$ cat config.mk
export PLATFORM = sky130hd
export DESIGN_NAME = vst_core
export DESIGN_NICKNAME = d
export VERILOG_FILES = /design/src/verilog/vst_pkg.sv /design/src/verilog/vst_sync.sv /design/src/verilog/vst_core.sv
export SDC_FILE = /design/constraint.sdc
export NUM_CORES = 1
export LEC_CHECK = 0
export ABC_CLOCK_PERIOD_IN_PS = 2500
export BUFFER_PORTS_ARGS = -buffer_cell sky130_fd_sc_hd__clkbuf_2
export CORE_UTILIZATION = 56
export DETAILED_ROUTE_END_ITERATION = 16
export PLACE_DENSITY = 0.76
export SLEW_MARGIN = 25
export SYNTH_ARGS = -nofsm -noshare
export SYNTH_HDL_FRONTEND = slang
export SYNTH_SLANG_ARGS = --single-unit
$ cat constraint.sdc
create_clock -name i_sys_clk -period 2.5 [get_ports i_sys_clk]
set_clock_uncertainty 0.2 [all_clocks]
set_input_delay 0.25 -clock i_sys_clk [delete_from_list [all_inputs] [get_ports i_sys_clk]]
set_output_delay 0.25 -clock i_sys_clk [all_outputs]
set_load 0.01 [all_outputs]
$ cat src/verilog/vst_pkg.sv
// Package of timing constants and encodings for the valley switching timing core
package vst_pkg;

  localparam int unsigned CLK_HZ = 50_000_000;

  // Times in their own units, as printed or as plain defaults
  localparam int unsigned UPDATE_PERIOD_MS     = 48;
  localparam int unsigned SOFT_SUPPRESS_MS     = 3;
  localparam int unsigned SOFT_SUPPRESS_US     = 25;
  localparam int unsigned LINE_BLANK_US        = 500;
  localparam int unsigned SHORT_SUPPRESS_NS    = 2500;
  localparam int unsigned LONG_SUPPRESS_NS     = 25000;
  localparam int unsigned MAX_OFF_US           = 50;
  localparam int unsigned MAX_ON_US            = 30;
  localparam int unsigned LEAD_BLANK_NS        = 220;
  localparam int unsigned SHORT_SAMPLE_NS      = 400;

  // Cycle counts: least times round up, longest times round down
  localparam int unsigned UPDATE_CYC   = UPDATE_PERIOD_MS * (CLK_HZ / 1000);
  localparam int unsigned SOFT_CYC     = SOFT_SUPPRESS_MS * (CLK_HZ / 1000);
  localparam int unsigned SOFT_RS_CYC  = SOFT_SUPPRESS_US * (CLK_HZ / 1_000_000);
  localparam int unsigned LINE_BLK_CYC = LINE_BLANK_US * (CLK_HZ / 1_000_000);
  localparam int unsigned SHORT_RS_CYC = (SHORT_SUPPRESS_NS * 50 + 999) / 1000;
  localparam int unsigned LONG_RS_CYC  = (LONG_SUPPRESS_NS * 50 + 999) / 1000;
  localparam int unsigned MAX_OFF_CYC  = MAX_OFF_US * (CLK_HZ / 1_000_000);
  localparam int unsigned MAX_ON_CYC   = MAX_ON_US * (CLK_HZ / 1_000_000);
  localparam int unsigned LEB_CYC      = (LEAD_BLANK_NS * 50 + 999) / 1000;
  localparam int unsigned SAMPLE_CYC   = (SHORT_SAMPLE_NS * 50 + 999) / 1000;

  localparam int unsigned TMR_W = 24;

  // Counter range limits
  localparam logic [3:0] LOW_MIN  = 4'h1;
  localparam logic [3:0] LOW_MAX  = 4'h8;
  localparam logic [3:0] HIGH_MIN = 4'h3;
  localparam logic [3:0] HIGH_MAX = 4'hA;

  localparam logic [1:0] SHORT_PULSE_LIMIT = 2'h3;

  typedef enum logic [2:0] {
    VST_OFF_SUPPRESS = 3'b001,
    VST_OFF_WAIT     = 3'b010,
    VST_ON           = 3'b100
  } vst_gate_e;

endpackage : vst_pkg

$ cat src/verilog/vst_sync.sv
// Two flip-flop synchroniser for a group of comparator flags
`timescale 1ns/1ns
module vst_sync #(
  parameter int unsigned W = 1
) (
  input  wire logic         i_sys_clk,
  input  wire logic         i_arst_n,
  input  wire logic [W-1:0] i_async,
  output logic      [W-1:0] o_sync
);

  logic [W-1:0] meta_reg;

  always_ff @(posedge i_sys_clk or negedge i_arst_n) begin
    if (!i_arst_n) begin
      meta_reg <= '0;
      o_sync   <= '0;
    end else begin
      meta_reg <= i_async;
      o_sync   <= meta_reg;
    end
  end

endmodule : vst_sync

$ cat src/verilog/vst_core.sv
// Valley switching timing core: line range, up/down counter, valley gate timing
`timescale 1ns/1ns
module vst_core #(
  parameter int unsigned UPDATE_CYC = vst_pkg::UPDATE_CYC,
  parameter int unsigned SOFT_CYC   = vst_pkg::SOFT_CYC
) (
  input  wire logic       i_sys_clk,
  input  wire logic       i_arst_n,
  input  wire logic       i_line_high,
  input  wire logic       i_fb_above_up,
  input  wire logic       i_fb_above_down,
  input  wire logic       i_fb_above_reset,
  input  wire logic       i_valley_above_zero,
  input  wire logic       i_valley_above_sel,
  input  wire logic       i_current_above_fb,
  input  wire logic       i_sense_below_short,
  output logic            o_gate,
  output logic            o_line_high,
  output logic [3:0]      o_updown_count,
  output logic [3:0]      o_valley_count,
  output logic            o_restart_req
);

  // ----------------------------------------------------------------------
  // Input synchronisers
  // ----------------------------------------------------------------------
  logic [7:0] raw_in;
  logic [7:0] syn;
  logic       line_s, up_s, down_s, rst_s, zero_s, sel_s, cur_s, short_s;

  assign raw_in = {i_line_high, i_fb_above_up, i_fb_above_down, i_fb_above_reset,
                   i_valley_above_zero, i_valley_above_sel, i_current_above_fb,
                   i_sense_below_short};

  vst_sync #(.W(8)) u_sync (
    .i_sys_clk (i_sys_clk),
    .i_arst_n  (i_arst_n),
    .i_async   (raw_in),
    .o_sync    (syn)
  );

  assign {line_s, up_s, down_s, rst_s, zero_s, sel_s, cur_s, short_s} = syn;

  function automatic logic [3:0] range_min(input logic high);
    range_min = high ? vst_pkg::HIGH_MIN : vst_pkg::LOW_MIN;
  endfunction : range_min

  function automatic logic [3:0] range_max(input logic high);
    range_max = high ? vst_pkg::HIGH_MAX : vst_pkg::LOW_MAX;
  endfunction : range_max

  // ----------------------------------------------------------------------
  // Line range selection with blanking
  // ----------------------------------------------------------------------
  logic [vst_pkg::TMR_W-1:0] line_tmr_reg;
  logic                      line_high_reg;
  logic                      start_reg;

  always_ff @(posedge i_sys_clk or negedge i_arst_n) begin
    if (!i_arst_n) begin
      line_tmr_reg  <= '0;
      line_high_reg <= 1'b0;
    end else if (line_s == line_high_reg) begin
      line_tmr_reg <= '0;
    end else if (line_tmr_reg >= vst_pkg::TMR_W'(vst_pkg::LINE_BLK_CYC - 1)) begin
      line_tmr_reg  <= '0;
      line_high_reg <= line_s;
    end else begin
      line_tmr_reg <= line_tmr_reg + 1'b1;
    end
  end

  assign o_line_high = line_high_reg;

  // ----------------------------------------------------------------------
  // Update period and up/down counter
  // ----------------------------------------------------------------------
  logic [vst_pkg::TMR_W-1:0] per_tmr_reg;
  logic                      per_end;
  logic                      seen_up_reg, seen_down_reg;
  logic [3:0]                ud_reg;

  assign per_end = (per_tmr_reg == vst_pkg::TMR_W'(UPDATE_CYC - 1));

  always_ff @(posedge i_sys_clk or negedge i_arst_n) begin
    if (!i_arst_n) begin
      per_tmr_reg <= '0;
    end else if (per_end) begin
      per_tmr_reg <= '0;
    end else begin
      per_tmr_reg <= per_tmr_reg + 1'b1;
    end
  end

  always_ff @(posedge i_sys_clk or negedge i_arst_n) begin
    if (!i_arst_n) begin
      seen_up_reg   <= 1'b0;
      seen_down_reg <= 1'b0;
    end else if (per_end) begin
      seen_up_reg   <= 1'b0;
      seen_down_reg <= 1'b0;
    end else begin
      seen_up_reg   <= seen_up_reg | up_s;
      seen_down_reg <= seen_down_reg | down_s;
    end
  end

  always_ff @(posedge i_sys_clk or negedge i_arst_n) begin
    if (!i_arst_n) begin
      ud_reg    <= vst_pkg::LOW_MIN;
      start_reg <= 1'b1;
    end else if (start_reg) begin
      start_reg <= 1'b0;
      ud_reg    <= range_min(line_high_reg);
    end else if (rst_s) begin
      ud_reg <= range_min(line_high_reg);
    end else if (ud_reg < range_min(line_high_reg)) begin
      ud_reg <= range_min(line_high_reg);
    end else if (ud_reg > range_max(line_high_reg)) begin
      ud_reg <= range_max(line_high_reg);
    end else if (per_end) begin
      if (!seen_up_reg && !up_s) begin
        if (ud_reg < range_max(line_high_reg)) begin
          ud_reg <= ud_reg + 4'h1;
        end
      end else if (seen_down_reg || down_s) begin
        if (ud_reg > range_min(line_high_reg)) begin
          ud_reg <= ud_reg - 4'h1;
        end
      end
    end
  end

  assign o_updown_count = ud_reg;

  // ----------------------------------------------------------------------
  // Soft start window
  // ----------------------------------------------------------------------
  logic [vst_pkg::TMR_W-1:0] soft_tmr_reg;
  logic                      soft_act;

  assign soft_act = (soft_tmr_reg < vst_pkg::TMR_W'(SOFT_CYC));

  always_ff @(posedge i_sys_clk or negedge i_arst_n) begin
    if (!i_arst_n) begin
      soft_tmr_reg <= '0;
    end else if (soft_act) begin
      soft_tmr_reg <= soft_tmr_reg + 1'b1;
    end
  end

  // ----------------------------------------------------------------------
  // Gate state machine
  // ----------------------------------------------------------------------
  vst_pkg::vst_gate_e        st_reg;
  logic [vst_pkg::TMR_W-1:0] ph_tmr_reg;
  logic [vst_pkg::TMR_W-1:0] off_tmr_reg;
  logic [vst_pkg::TMR_W-1:0] rs_len_reg;
  logic                      zero_d_reg;
  logic                      fall;
  logic [3:0]                vc_reg;
  logic                      gate_reg;
  logic                      turn_on, turn_off;

  assign fall = zero_d_reg & ~zero_s;

  assign turn_on = (st_reg == vst_pkg::VST_OFF_WAIT) &&
                   ((vc_reg == ud_reg) ||
                    (off_tmr_reg >= vst_pkg::TMR_W'(vst_pkg::MAX_OFF_CYC - 1)));

  assign turn_off = (st_reg == vst_pkg::VST_ON) &&
                    ((cur_s && ph_tmr_reg >= vst_pkg::TMR_W'(vst_pkg::LEB_CYC)) ||
                     (ph_tmr_reg >= vst_pkg::TMR_W'(vst_pkg::MAX_ON_CYC - 1)));

  always_ff @(posedge i_sys_clk or negedge i_arst_n) begin
    if (!i_arst_n) begin
      st_reg     <= vst_pkg::VST_OFF_SUPPRESS;
      ph_tmr_reg <= '0;
      rs_len_reg <= vst_pkg::TMR_W'(vst_pkg::SOFT_RS_CYC);
      gate_reg   <= 1'b0;
    end else begin
      case (st_reg)
        vst_pkg::VST_OFF_SUPPRESS: begin
          gate_reg <= 1'b0;
          if (ph_tmr_reg >= rs_len_reg - 1'b1) begin
            st_reg     <= vst_pkg::VST_OFF_WAIT;
            ph_tmr_reg <= '0;
          end else begin
            ph_tmr_reg <= ph_tmr_reg + 1'b1;
          end
        end
        vst_pkg::VST_OFF_WAIT: begin
          if (turn_on) begin
            st_reg     <= vst_pkg::VST_ON;
            gate_reg   <= 1'b1;
            ph_tmr_reg <= '0;
          end
        end
        vst_pkg::VST_ON: begin
          if (turn_off) begin
            st_reg     <= vst_pkg::VST_OFF_SUPPRESS;
            gate_reg   <= 1'b0;
            ph_tmr_reg <= '0;
            if (soft_act) begin
              rs_len_reg <= vst_pkg::TMR_W'(vst_pkg::SOFT_RS_CYC);
            end else if (sel_s) begin
              rs_len_reg <= vst_pkg::TMR_W'(vst_pkg::SHORT_RS_CYC);
            end else begin
              rs_len_reg <= vst_pkg::TMR_W'(vst_pkg::LONG_RS_CYC);
            end
          end else begin
            ph_tmr_reg <= ph_tmr_reg + 1'b1;
          end
        end
        default: begin
          st_reg     <= vst_pkg::VST_OFF_SUPPRESS;
          gate_reg   <= 1'b0;
          ph_tmr_reg <= '0;
        end
      endcase
    end
  end

  assign o_gate = gate_reg;

  // Off-time counter
  always_ff @(posedge i_sys_clk or negedge i_arst_n) begin
    if (!i_arst_n) begin
      off_tmr_reg <= '0;
    end else if (st_reg == vst_pkg::VST_ON) begin
      off_tmr_reg <= '0;
    end else begin
      off_tmr_reg <= off_tmr_reg + 1'b1;
    end
  end

  // ----------------------------------------------------------------------
  // Valley counter
  // ----------------------------------------------------------------------
  always_ff @(posedge i_sys_clk or negedge i_arst_n) begin
    if (!i_arst_n) begin
      zero_d_reg <= 1'b0;
      vc_reg     <= 4'h0;
    end else begin
      zero_d_reg <= zero_s;
      if (turn_on) begin
        vc_reg <= 4'h0;
      end else if (st_reg == vst_pkg::VST_OFF_WAIT && fall && vc_reg != 4'hF) begin
        vc_reg <= vc_reg + 4'h1;
      end
    end
  end

  assign o_valley_count = vc_reg;

  // ----------------------------------------------------------------------
  // Sense-short detection
  // ----------------------------------------------------------------------
  logic [1:0] short_cnt_reg;
  logic       restart_reg;
  logic       sample_pt;

  assign sample_pt = (st_reg == vst_pkg::VST_ON) &&
                     (ph_tmr_reg == vst_pkg::TMR_W'(vst_pkg::SAMPLE_CYC)) && !turn_off;

  always_ff @(posedge i_sys_clk or negedge i_arst_n) begin
    if (!i_arst_n) begin
      short_cnt_reg <= 2'h0;
      restart_reg   <= 1'b0;
    end else if (sample_pt) begin
      if (!short_s) begin
        short_cnt_reg <= 2'h0;
      end else if (short_cnt_reg == vst_pkg::SHORT_PULSE_LIMIT - 2'h1) begin
        short_cnt_reg <= 2'h0;
        restart_reg   <= 1'b1;
      end else begin
        short_cnt_reg <= short_cnt_reg + 2'h1;
      end
    end
  end

  assign o_restart_req = restart_reg;
endmodule : vst_core

==> metrics.txt <==
# TYPE chip_impl_metric gauge
chip_impl_info{name="failed_checks",value="setup timing"} 1
chip_impl_metric{name="tightest_slew",unit="ns"} 0.591
chip_impl_metric{name="setup_violations",unit=""} 19
chip_impl_metric{name="largest_net_degree_at_the_start_of_global_routing",unit=""} 70
chip_impl_metric{name="summed_area_of_non_filler_cells_in_the_final_layout",unit="sq um"} 8700
chip_impl_metric{name="synthesis.yosys.warnings",unit=""} 0
chip_impl_info{name="critical_path_class",value="reg -> reg"} 1
chip_impl_metric{name="drcViolationCount",unit=""} 0
chip_impl_metric{name="pwr-share-comb",unit=""} 0.023
chip_impl_metric{name="post_place_cell_area",unit="sq um"} 7890
chip_impl_metric{name="totalPowerFinal",unit="mW"} 5.30
chip_impl_metric{name="gr-usage-all-layers",unit=""} 0.232
chip_impl_metric{name="crit_arrival",unit="ns"} 2.80
chip_impl_metric{name="post_drt_wl_per_cell",unit="um"} 15.4
chip_impl_metric{name="power_density",unit="nW/um^2"} 609
chip_impl_metric{name="antenna_violations_before_repair",unit=""} 0
chip_impl_metric{name="vias_per_cell",unit=""} 5.60
chip_impl_metric{name="gate_count_post_synth",unit=""} 699
chip_impl_metric{name="power.switching_fraction",unit=""} 0.201
chip_impl_metric{name="first_pass_iters",unit=""} 5
chip_impl_info{name="yosys_most_used_dff",value="sky130_fd_sc_hd__dfrtp_1"} 1
chip_impl_metric{name="intPower",unit="mW"} 4.23
chip_impl_metric{name="mappedNetlistArea",unit="sq um"} 7400
chip_impl_metric{name="num_vias",unit=""} 5305
chip_impl_metric{name="drtAntennaViolNets",unit=""} 0
chip_impl_info{name="clock-root-buffer",value="sky130_fd_sc_hd__clkbuf_16"} 1
chip_impl_metric{name="area_growth",unit="%"} 17.6
chip_impl_metric{name="drt_iter0_markers",unit=""} 319
chip_impl_info{name="critical_path_source_type",value="flop"} 1
chip_impl_metric{name="worst_ir_drop_on_vdd",unit="mV"} 0.436
chip_impl_metric{name="maxCapViolations",unit=""} 0
chip_impl_metric{name="leakagePower",unit="nW"} 4.03
chip_impl_metric{name="number_of_antenna_repair_diodes",unit=""} 0
chip_impl_metric{name="timing_max_transition_violations_final",unit=""} 0
chip_impl_metric{name="hold_violations",unit=""} 0
chip_impl_metric{name="post_synth.cell_area_avg",unit="sq um"} 10.6
chip_impl_info{name="holdCritPathClass",value="reg -> reg"} 1
chip_impl_metric{name="cts.sink_count",unit=""} 158
chip_impl_metric{name="clock_tree.buffer_depth",unit=""} 2
chip_impl_metric{name="grt_first_pass_wirelength",unit="mm"} 24.4
chip_impl_info{name="grt_setup_unrepaired",value="yes"} 1
chip_impl_metric{name="max-slew-margin-rel",unit=""} 0.602
chip_impl_metric{name="fmax",unit="GHz"} 0.371
chip_impl_metric{name="share_of_total_power_in_sequential_cells",unit=""} 0.490
chip_impl_metric{name="area_of_the_core",unit="sq um"} 12800
chip_impl_metric{name="weighted_congestion_at_the_end_of_routability_driven_global_placement",unit=""} 0.888
chip_impl_metric{name="layout_worst_path_cycle_share",unit=""} 1.08
chip_impl_metric{name="floorplan.initialDensity",unit=""} 0.579
chip_impl_metric{name="dp_worst_setup_slack",unit="ns"} -0.187
chip_impl_metric{name="post-place-cells",unit=""} 903
chip_impl_metric{name="critical_path_required",unit="ns"} 2.60
chip_impl_metric{name="floorplan.die_area",unit="sq um"} 13700
chip_impl_metric{name="vias_in_the_first_global_route",unit=""} 5289
chip_impl_metric{name="path_max_fanout",unit=""} 6
chip_impl_metric{name="clk_latency",unit="ns"} 0.43
chip_impl_info{name="worst_setup_path_end_kind",value="flop"} 1
chip_impl_metric{name="hpwl",unit="mm"} 9.50
chip_impl_metric{name="layout_min_cycle_time",unit="ns"} 2.70
chip_impl_metric{name="postSynthRegisterBits",unit=""} 158
chip_impl_metric{name="share_clk_of_total_power",unit=""} 0.487
chip_impl_metric{name="die_x",unit="um"} 117
chip_impl_metric{name="die_h",unit="um"} 117
chip_impl_metric{name="finalWirelength",unit="mm"} 14.6
chip_impl_metric{name="finish.cell_count_without_fillers",unit=""} 948
chip_impl_info{name="tritoncts_clock_tree",value="yes"} 1
chip_impl_info{name="outcome",value="finished, violations left"} 1
chip_impl_metric{name="row_count",unit=""} 41
chip_impl_metric{name="io_pins",unit=""} 21
chip_impl_metric{name="switchingPower",unit="mW"} 1.07
chip_impl_metric{name="grt_overflow_total",unit=""} 0
chip_impl_metric{name="sequential_cell_area_fraction_in_the_yosys_report",unit=""} 0.535
chip_impl_metric{name="worst_slack",unit="ns"} -0.197
chip_impl_metric{name="final.hold.worst_slack",unit="ns"} 0.148
chip_impl_metric{name="final_nets",unit=""} 795
chip_impl_metric{name="yosysUniqueCellTypes",unit=""} 70
chip_impl_metric{name="place.port_buffers",unit=""} 20
chip_impl_metric{name="post_route_cells_drive_above_1_share",unit=""} 0.159
chip_impl_metric{name="cts_inserted_buffers",unit=""} 17
chip_impl_metric{name="h-tree-depth",unit=""} 4
chip_impl_metric{name="synth-edff-count",unit=""} 0
chip_impl_metric{name="async_reset_ff_frac",unit=""} 1.00
chip_impl_metric{name="clock_transition_time_at_the_flip_flop_clock_pins_of_the_worst_setup_and_hold_paths",unit="ns"} 0.06
synth_stat cells (5+ instances only):
cell type	number	area, sq um
sky130_fd_sc_hd__nand4_1	18	113
sky130_fd_sc_hd__inv_1	26	97.6
sky130_fd_sc_hd__nor3_1	28	140
sky130_fd_sc_hd__a21oi_1	11	55.1
sky130_fd_sc_hd__o21ai_0	13	65.1
sky130_fd_sc_hd__nor3_2	5	50.1
sky130_fd_sc_hd__a221o_1	8	80.1
sky130_fd_sc_hd__clkbuf_1	16	60.1
sky130_fd_sc_hd__xnor2_1	40	350
sky130_fd_sc_hd__or4_1	5	37.5
sky130_fd_sc_hd__o21a_1	10	75.1
sky130_fd_sc_hd__nor2_1	84	315
sky130_fd_sc_hd__ha_1	21	263
sky130_fd_sc_hd__and2_1	9	56.3
sky130_fd_sc_hd__nor4_1	14	87.6
sky130_fd_sc_hd__nand2_1	47	176
sky130_fd_sc_hd__and3_1	24	150
sky130_fd_sc_hd__and4_1	6	52.6
sky130_fd_sc_hd__xor2_1	40	350
sky130_fd_sc_hd__buf_2	6	30.0
sky130_fd_sc_hd__nand3_1	38	190
sky130_fd_sc_hd__mux2_2	5	56.3
sky130_fd_sc_hd__dfrtp_1	154	3850
worst max-delay path: stages (launching register included):
cell	delay [ns]
sky130_fd_sc_hd__dfstp_2	0.55
sky130_fd_sc_hd__inv_2	0.05
sky130_fd_sc_hd__ha_4	0.21
sky130_fd_sc_hd__ha_4	0.26
sky130_fd_sc_hd__nor2b_4	0.11
sky130_fd_sc_hd__o211ai_1	0.09
sky130_fd_sc_hd__a311o_1	0.36
sky130_fd_sc_hd__a2bb2oi_2	0.21
sky130_fd_sc_hd__nor2_2	0.09
sky130_fd_sc_hd__buf_6	0.14
sky130_fd_sc_hd__a221o_1	0.29
logic make-up (layout without fill, tap and decap cells):
family / Yosys count / in the layout / share of synthesized area
multiplexers: 7 / 7 / 0.0103
buffers and inverters: 51 / 119 / 0.0286
AO/OA/AOI/OAI: 77 / 77 / 0.0773
adder cells (fa/ha/maj): 22 / 22 / 0.0382
flip-flops: 158 / 158 / 0.535
AND/OR/NAND/NOR: 303 / 303 / 0.215
XOR/XNOR: 80 / 80 / 0.0947
other: 1 / 10 / 0.000507
through the flow:
stage          utilization  setup TNS, ns
3_5_place_dp         0.618          -2.56
3_3_place_gp         0.618          -1.30
6_report             0.681          -2.64
5_1_grt              0.681          -4.89
4_1_cts              0.674          -2.13
2_1_floorplan            -         -0.387
power groups by stage:
stage / logic, mW / clock network [mW] / registers, mW
after global placement: 0.108 / 0 / 2.64
after global routing: 0.141 / 2.71 / 2.59
final: 0.121 / 2.58 / 2.59
after detailed placement: 0.111 / 0 / 2.64
after floorplan: 0.0306 / 0 / 2.64
after CTS: 0.124 / 2.62 / 2.59
final cells by class:
cell class                 instances  area [sq um]
clock inverter                     5          81.3
timing repair buffer              61           460
inverter                          26          97.6
clock buffer                      27           513
fill                             930          4080
tap                              172           215
multi-input combinational        499          3370
sequential                       158          3960
layout by cell type, fill, tap and decap left out, types with 5 or more instances in the layout:
cell / instances
sky130_fd_sc_hd__dfrtp_1: 153
sky130_fd_sc_hd__nor2_1: 83
sky130_fd_sc_hd__nand2_1: 46
sky130_fd_sc_hd__xnor2_1: 40
sky130_fd_sc_hd__xor2_1: 40
sky130_fd_sc_hd__nand3_1: 38
sky130_fd_sc_hd__nor3_1: 28
sky130_fd_sc_hd__buf_4: 28
sky130_fd_sc_hd__inv_1: 25
sky130_fd_sc_hd__and3_1: 24
sky130_fd_sc_hd__clkbuf_2: 19
sky130_fd_sc_hd__nand4_1: 18
sky130_fd_sc_hd__clkbuf_16: 17
sky130_fd_sc_hd__ha_1: 16
sky130_fd_sc_hd__nor4_1: 14
sky130_fd_sc_hd__a21oi_1: 11
sky130_fd_sc_hd__o21ai_0: 10
sky130_fd_sc_hd__o21a_1: 10
sky130_fd_sc_hd__conb_1: 10
sky130_fd_sc_hd__and2_1: 9
sky130_fd_sc_hd__dlygate4sd3_1: 9
sky130_fd_sc_hd__a221o_1: 8
sky130_fd_sc_hd__or4_1: 5
sky130_fd_sc_hd__and4_1: 5
sky130_fd_sc_hd__clkbuf_1: 5
sky130_fd_sc_hd__clkbuf_8: 5
path summary, 6_finish.rpt:
check                                              from                      endpoint  slack (ns)  cells past startpoint
setup / recovery              rs_len_reg[7]$_DFFE_PN1P_     ph_tmr_reg[6]$_DFFE_PN0P_       -0.20                     10
hold / removal             u_sync.meta_reg[0]$_DFF_PN0_    u_sync.o_sync[0]$_DFF_PN0_        0.15                      0
max in group asynchronous                      i_arst_n         st_reg[0]$_DFFE_PN1P_        1.15                      3
min in group asynchronous                      i_arst_n  short_cnt_reg[1]$_DFFE_PN0P_        0.17                      2
setup reg to reg              rs_len_reg[7]$_DFFE_PN1P_     ph_tmr_reg[6]$_DFFE_PN0P_       -0.20                     10
hold reg to reg            u_sync.meta_reg[0]$_DFF_PN0_    u_sync.o_sync[0]$_DFF_PN0_        0.15                      0
what timing repair did:
| item | in CTS | in global routing |
|---|---|---|
| hold endpoints to repair | 70 | 0 |
| gates resized for setup | 5 | 18 |
| buffers inserted | 1 | 2 |
| endpoints found under the setup margin | 20 | 37 |
| pin swaps | 6 | 6 |
| gates cloned | 1 | 0 |
| hold buffers | 9 | 0 |
per-layer routing:
layer | track usage | wire (um) | part of all wire | vias up
li1 | - | - | - | 2564
met1 | 0.303 | 6660 | 0.46 | 2607
met2 | 0.379 | 7170 | 0.49 | 101
met3 | 0.0530 | 510 | 0.035 | 33
met4 | 0.0886 | 276 | 0.019 | 0
met5 | 0 | 0 | 0 | -
(Power assumes the default switching activity.)
